==> src/common/udirq_params.svh <==
// Constants for the device interrupt status word block
// Functional notes
// RULE_01: Set stall flag, bit 7, when a STALL handshake was sent.
// RULE_02: Set resume flag, bit 5, after K-state persists 2.5 us.
// RULE_03: K-state is differential one at low speed, zero at full speed.
// RULE_04: Set idle flag, bit 4, after 3 ms of continuous Idle; code counts LINE_J only, which is the K-state at low speed.
// RULE_05: Set token-done flag, bit 3, when current token processing ends.
// RULE_06: Clearing token-done advances the transfer status FIFO.
// RULE_07: Set frame-start flag, bit 2, on SOF token or host threshold.
// RULE_08: Error summary, bit 1, read-only, set only by enabled errors.
// RULE_09: Set bus reset flag, bit 0, after reset lasts 2.5 us.
// RULE_10: Bus reset flag not reasserted until bus reset ends.
// RULE_11: Writing one clears a flag; writing zero leaves it.
// RULE_12: Software clears with whole-word writes only, no read-modify-write.
// RULE_13: Bits 15..8 and bit 6 read as zero.
// RULE_14: Flags sticky, reset to zero, set wins over clear.
`ifndef UDIRQ_PARAMS_SVH
`define UDIRQ_PARAMS_SVH

`define UDIRQ_ADDR_FLAGS    4'h0
`define UDIRQ_ADDR_MASK     4'h4
`define UDIRQ_ADDR_ERREN    4'h8
`define UDIRQ_ADDR_ERRSTAT  4'hc
`define UDIRQ_ADDR_XFERSTAT 4'h1

`define UDIRQ_BIT_STALL  7
`define UDIRQ_BIT_RESUME 5
`define UDIRQ_BIT_IDLE   4
`define UDIRQ_BIT_TOKEN  3
`define UDIRQ_BIT_FRAME  2
`define UDIRQ_BIT_ERROR  1
`define UDIRQ_BIT_BUSRST 0

`define UDIRQ_CLEARABLE 16'h00bd
`define UDIRQ_FLAGS_RST 16'h0000
`define UDIRQ_MASK_RST  16'h0000

`define UDIRQ_CLK_PS    10000
`define UDIRQ_KSTATE_PS 2500000
`define UDIRQ_RESET_PS  2500000
`define UDIRQ_IDLE_MS   3
`define UDIRQ_KSTATE_CYC ((`UDIRQ_KSTATE_PS + `UDIRQ_CLK_PS - 1) / `UDIRQ_CLK_PS)
`define UDIRQ_RESET_CYC ((`UDIRQ_RESET_PS + `UDIRQ_CLK_PS - 1) / `UDIRQ_CLK_PS)
`define UDIRQ_IDLE_CYC  (`UDIRQ_IDLE_MS * 100000)

`define UDIRQ_FIFO_DEPTH 4
`define UDIRQ_FIFO_AW    2

`endif

==> src/common/udirq_pkg.sv <==
// Types for the device interrupt status word block
package udirq_pkg;
    typedef logic [15:0] udirq_word_t;
    typedef logic [3:0]  udirq_addr_t;
    typedef logic [7:0]  udirq_stat_t;
    typedef enum logic [1:0] {
        LINE_SE0,
        LINE_J,
        LINE_K,
        LINE_SE1
    } udirq_line_t;
endpackage

==> src/hw/udirq_stat_mem.sv <==
// Small memory holding transfer status entries
`timescale 1ns/1ps
module udirq_stat_mem
    import udirq_pkg::*;
(
    input  wire logic        mclk,
    input  wire logic        wrEn,
    input  wire logic [1:0]  wrAddr,
    input  wire udirq_stat_t wrData,
    input  wire logic [1:0]  rdAddr,
    output udirq_stat_t      rdData
);
    udirq_stat_t mem [0:3];

    // Registered read data
    always_ff @(posedge mclk)
    begin
        if (wrEn)
        begin
            mem[wrAddr] <= wrData;
        end
        rdData <= mem[rdAddr];
    end
endmodule

==> src/hw/udirq_status.sv <==
// Device mode USB interrupt status word with timers and status FIFO
`timescale 1ns/1ps
`include "udirq_params.svh"
module udirq_status
(
    input  wire logic                 mclk,
    input  wire logic                 srst,
    input  wire udirq_pkg::udirq_addr_t regAddr,
    input  wire udirq_pkg::udirq_word_t regWdata,
    input  wire logic                 regWr,
    input  wire logic                 regRd,
    output udirq_pkg::udirq_word_t    regRdata,
    input  wire udirq_pkg::udirq_line_t lineState,
    input  wire logic                 lowSpeed,
    input  wire logic                 stallSent,
    input  wire logic                 tokenDone,
    input  wire udirq_pkg::udirq_stat_t tokenStat,
    input  wire logic                 sofSeen,
    input  wire logic                 sofThreshold,
    input  wire logic [7:0]           errEvents,
    output logic                      fifoFull,
    output logic                      irq
);
    import udirq_pkg::*;

    localparam int KCYC = `UDIRQ_KSTATE_CYC;
    localparam int RCYC = `UDIRQ_RESET_CYC;
    localparam int ICYC = `UDIRQ_IDLE_CYC;

    udirq_word_t flags_q, flags_d;
    udirq_word_t mask_q, mask_d;
    logic [7:0]  errEn_q, errEn_d;
    logic [7:0]  errStat_q, errStat_d;
    logic [8:0]  kCnt_q, kCnt_d;
    logic [8:0]  rCnt_q, rCnt_d;
    logic [18:0] iCnt_q, iCnt_d;
    logic        rstSeen_q, rstSeen_d;
    logic [1:0]  wp_q, wp_d, rp_q, rp_d;
    logic [2:0]  cnt_q, cnt_d;
    udirq_word_t rdata_q, rdata_d;
    logic        irq_q, irq_d;
    logic        full_q, full_d;
    udirq_stat_t memRd;
    logic        kState;
    logic        push;
    logic        pop;
    logic        wrFlags;
    udirq_word_t setV;
    udirq_word_t clrV;

    udirq_stat_mem uMem (
        .mclk   (mclk),
        .wrEn   (push),
        .wrAddr (wp_q),
        .wrData (tokenStat),
        .rdAddr (rp_d),
        .rdData (memRd)
    );

    always_comb
    begin
        kState = lowSpeed ? (lineState == LINE_J) : (lineState == LINE_K); // RULE_03
        wrFlags = regWr && (regAddr == `UDIRQ_ADDR_FLAGS);
        clrV = wrFlags ? (regWdata & `UDIRQ_CLEARABLE) : 16'h0000; // RULE_11
        push = tokenDone && (cnt_q != 3'(`UDIRQ_FIFO_DEPTH));
        pop = clrV[`UDIRQ_BIT_TOKEN] && flags_q[`UDIRQ_BIT_TOKEN]
            && (cnt_q != 3'h0); // RULE_06

        kCnt_d = kState ? ((kCnt_q < 9'(KCYC)) ? kCnt_q + 9'h1 : kCnt_q)
                        : 9'h000;
        rCnt_d = (lineState == LINE_SE0)
               ? ((rCnt_q < 9'(RCYC)) ? rCnt_q + 9'h1 : rCnt_q) : 9'h000;
        iCnt_d = (lineState == LINE_J)
               ? ((iCnt_q < 19'(ICYC)) ? iCnt_q + 19'h1 : iCnt_q) : 19'h0;
        rstSeen_d = (lineState == LINE_SE0) && (rstSeen_q
                  || (rCnt_q == 9'(RCYC - 1))); // RULE_10

        setV = 16'h0000;
        setV[`UDIRQ_BIT_STALL]  = stallSent; // RULE_01
        setV[`UDIRQ_BIT_RESUME] = kState && (kCnt_q == 9'(KCYC - 1)); // RULE_02
        setV[`UDIRQ_BIT_IDLE]   = (lineState == LINE_J)
                                && (iCnt_q == 19'(ICYC - 1)); // RULE_04
        setV[`UDIRQ_BIT_TOKEN]  = push || (cnt_q > 3'h1)
                                || (cnt_q == 3'h1 && !pop); // RULE_05
        setV[`UDIRQ_BIT_FRAME]  = sofSeen || sofThreshold; // RULE_07
        setV[`UDIRQ_BIT_BUSRST] = (lineState == LINE_SE0) && !rstSeen_q
                                && (rCnt_q == 9'(RCYC - 1)); // RULE_09

        errEn_d = errEn_q;
        errStat_d = errStat_q | (errEvents & errEn_q);
        mask_d = mask_q;
        if (regWr && regAddr == `UDIRQ_ADDR_ERREN)
        begin
            errEn_d = regWdata[7:0];
        end
        if (regWr && regAddr == `UDIRQ_ADDR_ERRSTAT)
        begin
            errStat_d = (errStat_q & ~regWdata[7:0]) | (errEvents & errEn_q);
        end
        if (regWr && regAddr == `UDIRQ_ADDR_MASK)
        begin
            mask_d = regWdata & (`UDIRQ_CLEARABLE | 16'h0002);
        end

        flags_d = ((flags_q & ~clrV) | setV) & `UDIRQ_CLEARABLE; // RULE_14
        flags_d[`UDIRQ_BIT_ERROR] = |(errStat_q & errEn_q); // RULE_08
        flags_d[15:8] = 8'h00; // RULE_13
        flags_d[6] = 1'b0; // RULE_13

        wp_d = push ? wp_q + 2'h1 : wp_q;
        rp_d = pop ? rp_q + 2'h1 : rp_q;
        cnt_d = cnt_q + (push ? 3'h1 : 3'h0) - (pop ? 3'h1 : 3'h0);
        full_d = (cnt_d == 3'(`UDIRQ_FIFO_DEPTH));
        irq_d = |(flags_d & mask_q);

        rdata_d = 16'h0000;
        if (regRd)
        begin
            case (regAddr)
                `UDIRQ_ADDR_FLAGS:    rdata_d = flags_q;
                `UDIRQ_ADDR_MASK:     rdata_d = mask_q;
                `UDIRQ_ADDR_ERREN:    rdata_d = {8'h00, errEn_q};
                `UDIRQ_ADDR_ERRSTAT:  rdata_d = {8'h00, errStat_q};
                `UDIRQ_ADDR_XFERSTAT: rdata_d = {8'h00, memRd};
                default:              rdata_d = 16'h0000;
            endcase
        end
    end

    always_ff @(posedge mclk)
    begin
        if (srst)
        begin
            flags_q   <= `UDIRQ_FLAGS_RST;
            mask_q    <= `UDIRQ_MASK_RST;
            errEn_q   <= 8'h00;
            errStat_q <= 8'h00;
            kCnt_q    <= 9'h000;
            rCnt_q    <= 9'h000;
            iCnt_q    <= 19'h0;
            rstSeen_q <= 1'b0;
            wp_q      <= 2'h0;
            rp_q      <= 2'h0;
            cnt_q     <= 3'h0;
            rdata_q   <= 16'h0000;
            irq_q     <= 1'b0;
            full_q    <= 1'b0;
        end
        else
        begin
            flags_q   <= flags_d;
            mask_q    <= mask_d;
            errEn_q   <= errEn_d;
            errStat_q <= errStat_d;
            kCnt_q    <= kCnt_d;
            rCnt_q    <= rCnt_d;
            iCnt_q    <= iCnt_d;
            rstSeen_q <= rstSeen_d;
            wp_q      <= wp_d;
            rp_q      <= rp_d;
            cnt_q     <= cnt_d;
            rdata_q   <= rdata_d;
            irq_q     <= irq_d;
            full_q    <= full_d;
        end
    end

    assign regRdata = rdata_q;
    assign irq = irq_q;
    assign fifoFull = full_q;
endmodule

==> config.mk <==
export PLATFORM = sky130hd
export DESIGN_NAME = udirq_status
export DESIGN_NICKNAME = d
export VERILOG_FILES = /design/src/common/udirq_pkg.sv /design/src/hw/udirq_stat_mem.sv /design/src/hw/udirq_status.sv
export VERILOG_INCLUDE_DIRS = /design/src /design/src/common
export SDC_FILE = /design/constraint.sdc
export NUM_CORES = 1
export LEC_CHECK = 0
export ABC_AREA = 1
export BUFFER_PORTS_ARGS = -buffer_cell sky130_fd_sc_hd__buf_2
export CELL_PAD_IN_SITES_DETAIL_PLACEMENT = 0
export CELL_PAD_IN_SITES_GLOBAL_PLACEMENT = 1
export CORE_MARGIN = 3
export CORE_UTILIZATION = 43
export CTS_CLUSTER_DIAMETER = 100
export CTS_CLUSTER_SIZE = 10
export DETAILED_ROUTE_END_ITERATION = 8
export PLACE_DENSITY = 0.75
export RECOVER_POWER = 25
export SYNTH_ARGS = -nofsm -noshare
export SYNTH_HDL_FRONTEND = slang
export SYNTH_HIERARCHICAL = 1
export SYNTH_SLANG_ARGS = --single-unit
==> constraint.sdc <==
create_clock -name mclk -period 2.35 [get_ports mclk]
set_input_delay 0.3525 -clock mclk [delete_from_list [all_inputs] [get_ports mclk]]
set_output_delay 0.3525 -clock mclk [all_outputs]
set_load 0.02 [all_outputs]
==> metrics, run 1 <==
outcome=complete, no violations; clk_lat worst skew=0.42 ns; Routed Antenna Nets=0; Clock Path Buffers=2; Critical Path Max Stage Delay=0.36 ns; Vias/cell=5.02; final hold viol count=0; Worst Path Max Fanout=4; CP max-delay cell=fa_1; gpl congestion=0.851; Worst slew margin=56.3%; sequential area share after synthesis=48.2%; CTS clock-pin slew for the worst setup and hold paths=0.06 ns; largest net degree at the start of global routing=21; global-route wire length before repair=22.7 mm; Setup-failing EPs final=0; Period minus WS final=2.07 ns; FF/Latch Area=0.00282 sq mm; Cells after Synth=760; post-place setup slack=0.131 ns; fin util=52.7%; antenna violations before repair=0; Most common cell on crit path=nor2_1; Synth area leaders=dfxtp_1 (32%), edfxtp_1 (16%), nand2_1 (12%); GRT met2 Usage=30.9%; YS warnings=6; Crit path required time=2.66 ns; # diodes=0; post-synth top area share=31.8%; Cell Area, Placed=0.00630 sq mm; Reg power frac=45.2%; drt first pass iters=5; die area=0.0150 sq mm; Yosys reg bits=125; Starting DRT DRC Count=410; wire per inst=13.6 um; CP endpoint kind=flop; Gate power share=7.1%; maximum vdd ir drop=0.562 mV; CTS tree=done; area of the multi-input gates=0.00244 sq mm; M1 GR Usage=25.4%; initial cell density of the core=45.1%; Async S/R FF share, synth=0%; Global Route met3 Usage=5.53%; number of max-cap violations=0; global route overflow=0; vias in the first global route=4,706; Sw Share=24.9%; Most Used Layer, Global Route=met2; total clock sinks=125; hold_buf cts=0; syn avg cell area=7.70 sq um; Post-synth EDFFs=32; Synth cell types=40; kind of critical path=flop to flop; prevailing post-synth register cell=dfxtp_1; core box area=0.0130 sq mm; overall power=5200 uW; min-delay worst type=input pin to flop; P per Cell Area=760 mW/mm^2; sw power=1300 uW; DP HPWL=9.81 mm; setup ws final=0.285 ns; CTS Buf Count=17; mapped cell area=0.00585 sq mm; clock power share=47.7%; final worst-path cycle share=87.9%; PortBufs=48; WP data arrival=2.38 ns; layout cells sized above 1=12.2%; unrepaired setup endpoints after global routing=false; total number of vias=5,067; Int Power=3900 uW; Layout Nets=879; Root Driver=clkbuf_16; Fillers=1,284; Final Max Tran Viols=0; fmax=484 MHz; num rows=41; commonest non-fill, non-tap cells in the layout=nand2_1 (189), inv_1 (116), dfxtp_1 (93); wirelength, routed=13.8 mm; Layout area overhead=16.8%; Final Skew=0.0113 ns; H-Tree Depth=4; Chip Width=123 um; Ports=65; cell area after layout=0.00684 sq mm; startpoint types=flop; critical-path cell list=nor2_1, a21boi_2, xor2_1, ha_1, inv_1, fa_1, or2_2, nand3_1, nor2_1; TNS Setup=0 ns; Resized cells post-CTS=0; die height=123 um; post-CTS setup buffer count=0; commonest non-fill, non-tap cell in the layout=nand2_1; GRT Util Overall=19.4%; Worst-Margin Slew=0.654 ns; drt drc=0; area leader, netlist=dfxtp_1; Leakage=0.00283 uW
-- cells in the mapped netlist (7+ instances only) --
cell type and count:
nor2_1 53, inv_1 116, a211oi_1 8, nand2_1 189
nand3_1 54, o21ai_0 31, ha_1 7, nor3_1 17
nand4_1 14, buf_4 10, o22ai_1 8, edfxtp_1 32
xor2_1 12, a21oi_1 64, dfxtp_1 93
-- path summary, 6_finish.rpt --
kind	from	to	slack, ns	depth (start not counted)
hold / removal	regRd	regRdata[6]	0.16	3
hold reg to reg	rCnt_q[8]	rCnt_q[8]	0.46	2
setup / recovery	cnt_q[1]	fifoFull	0.28	9
setup reg to reg	cnt_q[1]	fifoFull	0.28	9
-- flip-flops by register name, summed over array words and instances (netlist names), 8 cells and up --
name         cells
regRdata         8
errEn_q          8
rCnt_q           9
uMem/mem        32
kCnt_q           9
iCnt_q          19
errStat_q        8
uMem/rdData      8
-- layer usage --
metal	wire length, um	vias to the layer above
li1	-	2577
met1	6340	2336
met2	6470	137
met3	738	17
met4	215	0
met5	0	-
-- power by group through the flow --
stage | combinational [uW] | sequential [uW] | clock [uW]
final | 367 | 2350 | 2480
after global routing | 422 | 2360 | 2640
after CTS | 375 | 2350 | 2540
after detailed placement | 373 | 2400 | 0
after global placement | 366 | 2390 | 0
after floorplan | 237 | 2390 | 0
-- kinds of logic (layout without fill, tap and decap cells) --
kind of cell / Yosys count / after routing / share of synthesized area [%]
flip-flops: 125 / 125 / 48.2
other: 1 / 8 / 0.0641
AND/OR/NAND/NOR: 351 / 351 / 26.3
buffers and inverters: 143 / 213 / 10.3
AO/OA/AOI/OAI: 117 / 117 / 11.0
adder cells (fa/ha/maj): 8 / 8 / 1.84
XOR/XNOR: 15 / 15 / 2.24
-- worst max-delay path: cells and delay by family (launching register included) --
kind | cells | cell delay [ns]
DFF | 1 | 0.35
buffers and inverters | 1 | 0.04
and+or+nand+nor | 4 | 0.74
AOI/OAI and AO/OA | 1 | 0.12
xor gates and xnor gates | 1 | 0.18
adders and majority gates | 2 | 0.52
-- stage by stage --
| step | hold slack, ns | instances |
|---|---|---|
| after floorplan | 0.430 | 767 |
| after global placement | 0.446 | 977 |
| after detailed placement | 0.452 | 977 |
| after CTS | 0.124 | 1009 |
| after global routing | 0.153 | 1009 |
| final | 0.165 | 1009 |
-- area by class of cell --
| class | instances | share of cell area (%) |
|---|---|---|
| tap | 172 | 3.15 |
| clock buffer | 18 | 6.28 |
| inverter | 118 | 6.52 |
| multi-input combinational | 499 | 35.7 |
| sequential | 125 | 41.3 |
| timing repair buffer | 63 | 5.05 |
| clock inverter | 14 | 1.98 |
Power figures use the tool's default switching activity.
==> inputs of run 2 (changes only) <==
==> constraint.sdc (replaced) <==
create_clock -name mclk -period 2.35 [get_ports mclk]
set_input_delay 0.1175 -clock mclk [delete_from_list [all_inputs] [get_ports mclk]]
set_output_delay 0.1175 -clock mclk [all_outputs]
set_load 0.02 [all_outputs]
==> run 2 against run 1 <==
  * Clock power rose by 4%
  * Clock skew shrank 0.0060 ns
  * Worst hold slack got worse by 0.11 ns
  * Critical path depth unchanged
  * Clock-buffer cell count unchanged
  * Cell area rose by 3.3%
  * Routed wire length is 2.7% higher
  * First-iteration DRC count is 4.1% higher
  * Flip-flop and latch count did not move
  * Largest power group unchanged
==> metrics, run 2 (same netlist as run 1, synthesis figures left out) <==
Clock Path Buffers=2 (unchanged); commonest non-fill, non-tap cells in the layout=nand2_1 (189), inv_1 (116), dfxtp_1 (93) (unchanged); Min-Delay Endpoint=errStat_q[1] (was regRdata[6]); antenna violations before repair=0 (unchanged); number of max-cap violations=0 (unchanged); largest net degree at the start of global routing=23 (was 21); Routed Antenna Nets=0 (unchanged); commonest non-fill, non-tap cell in the layout=nand2_1 (unchanged); # diodes=0 (unchanged); Final Skew=0.00527 ns (was 0.0113 ns); Worst Path Max Fanout=4 (unchanged); Top reg by flops=uMem/mem (unchanged); CTS clock-pin slew for the worst setup and hold paths=0.06 ns (about the same); Worst slew margin=36.7% (was 56.3%); PortBufs=48 (unchanged); critical-path cell list=nor2_1, a21boi_2, xor2_1, ha_1, inv_1, fa_1, or2_2, nand3_1, nor2_1 (unchanged); layout cells sized above 1=11.4% (was 12.2%); startpoint types=flop (unchanged); H-Tree Depth=4 (unchanged); area of the multi-input gates=0.00245 sq mm (was 0.00244 sq mm); reg2reg start=cnt_q[1] (unchanged); Leakage=0.00291 uW (was 0.00283 uW); CP top delay family=simple AND/OR/NAND/NOR gates (unchanged); Vias/cell=4.94 (was 5.02); Crit path required time=2.66 ns (about the same); CTS Buf Count=17 (unchanged); Worst-Margin Slew=0.949 ns (was 0.654 ns); fmax=489 MHz (was 484 MHz); global route overflow=0 (unchanged); Worst R2R Setup Slack=0.30 ns (was 0.28 ns); TNS Setup=0 ns (unchanged); Critical Path Max Stage Delay=0.37 ns (was 0.36 ns); Most common cell on crit path=nor2_1 (unchanged); Chip Width=123 um (unchanged); vias in the first global route=4,803 (was 4,706); outcome=complete, no violations (unchanged); FF/Latch Area=0.00282 sq mm (unchanged); hold wc startpoint=regWdata[1] (was regRd); clk_lat worst skew=0.42 ns (about the same); kind of critical path=flop to flop (unchanged); WP buf/inv=1 (unchanged); Critical path origin=cnt_q[1] (unchanged); Period minus WS final=2.05 ns (was 2.07 ns); Cells after DPL=974 (was 977); Worst Reg2Reg Path Length in Cells=9 (unchanged); Starting DRT DRC Count=427 (was 410); Fillers=1,258 (was 1,284); Setup-failing EPs final=0 (unchanged); fin util=54.4% (was 52.7%); unrepaired setup endpoints after global routing=false (unchanged); initial cell density of the core=45.1% (unchanged); min-delay worst type=input pin to flop (unchanged); wire per inst=13.7 um (was 13.6 um); DP HPWL=9.80 mm (was 9.81 mm); Ports=65 (unchanged); P per Cell Area=755 mW/mm^2 (was 760 mW/mm^2); final worst-path cycle share=87.1% (was 87.9%); Resized cells post-CTS=0 (unchanged); Layout Nets=899 (was 879); WP data arrival=2.35 ns (was 2.38 ns); gpl congestion=0.833 (was 0.851); global-route wire length before repair=23.1 mm (was 22.7 mm); max reg flops=32 (unchanged); total number of vias=5,080 (was 5,067); drt drc=0 (unchanged); hold path cells=4 (was 3); Final Instance Count excl. Fillers=1,029 (was 1,009); Root Driver=clkbuf_16 (unchanged); drt first pass iters=5 (unchanged); die height=123 um (unchanged); CP max-delay cell=fa_1 (unchanged); wirelength, routed=14.1 mm (was 13.8 mm); final hold viol count=0 (unchanged); largest registers=uMem/mem: 32 flops, iCnt_q: 19 flops (unchanged); CTS tree=done (unchanged); maximum vdd ir drop=0.499 mV (was 0.562 mV); Final Max Tran Viols=0 (unchanged); die area=0.0150 sq mm (unchanged); Layout area overhead=20.7% (was 16.8%); total clock sinks=125 (unchanged); core box area=0.0130 sq mm (unchanged); GRT Util Overall=19.9% (was 19.4%); Reg-to-Reg End=fifoFull (unchanged); num rows=41 (unchanged); CP endpoint kind=flop (unchanged)
## run 2: worst register-to-register path: stages, from the launching register on
cell and delay, ns:
dfxtp_1 0.34, nor2_1 0.29, a21boi_2 0.11, xor2_1 0.17, ha_1 0.16, inv_1 0.05, fa_1 0.37, or2_2 0.30
nand3_1 0.09, nor2_1 0.05
## run 2: through the flow
stage,area [sq um],total power (uW),setup slack [ns],hold slack [ns]
after detailed placement,6260,2770,0.296,0.335
after floorplan,5880,2630,0.399,0.195
after CTS,7080,5390,0.304,0.0264
after global placement,6260,2760,0.345,0.325
final,7060,5330,0.303,0.0513
after global routing,7060,5570,0.191,0.0588
## run 2: timing repair
item / CTS / global route
hold buffers: 23 / 0
endpoints found under the hold margin: 45 / 0
setup buffers: 0 / 0
## run 2: worst max path at each step
stage	to	slack [ns]	cells after the start
after global placement	cnt_q[2]	0.34	11
after floorplan	fifoFull	0.40	9
after detailed placement	fifoFull	0.30	11
after global routing	cnt_q[2]	0.19	9
final	fifoFull	0.30	9
after CTS	fifoFull	0.30	9
## run 2: layout make-up
type	count	area share [%]
sequential	125	40.0
inverter	118	6.31
multi-input combinational	499	34.7
timing repair buffer	83	7.65
clock buffer	18	6.08
tap	172	3.05
clock inverter	14	2.25
## run 2: power breakdown
part	total, uW	leakage [uW]	switching (uW)	internal [uW]
sequential	2350	0.00105	45.6	2300
clock	2580	0.000282	1000	1580
combinational	403	0.00158	250	153
## run 2: metal layers
metal | GRT usage, % | vias up | wire (um)
li1 | - | 2610 | -
met1 | 25.8 | 2297 | 6410
met2 | 32.3 | 152 | 6670
met3 | 5.71 | 21 | 848
met4 | 6.30 | 0 | 206
met5 | 0 | - | 0
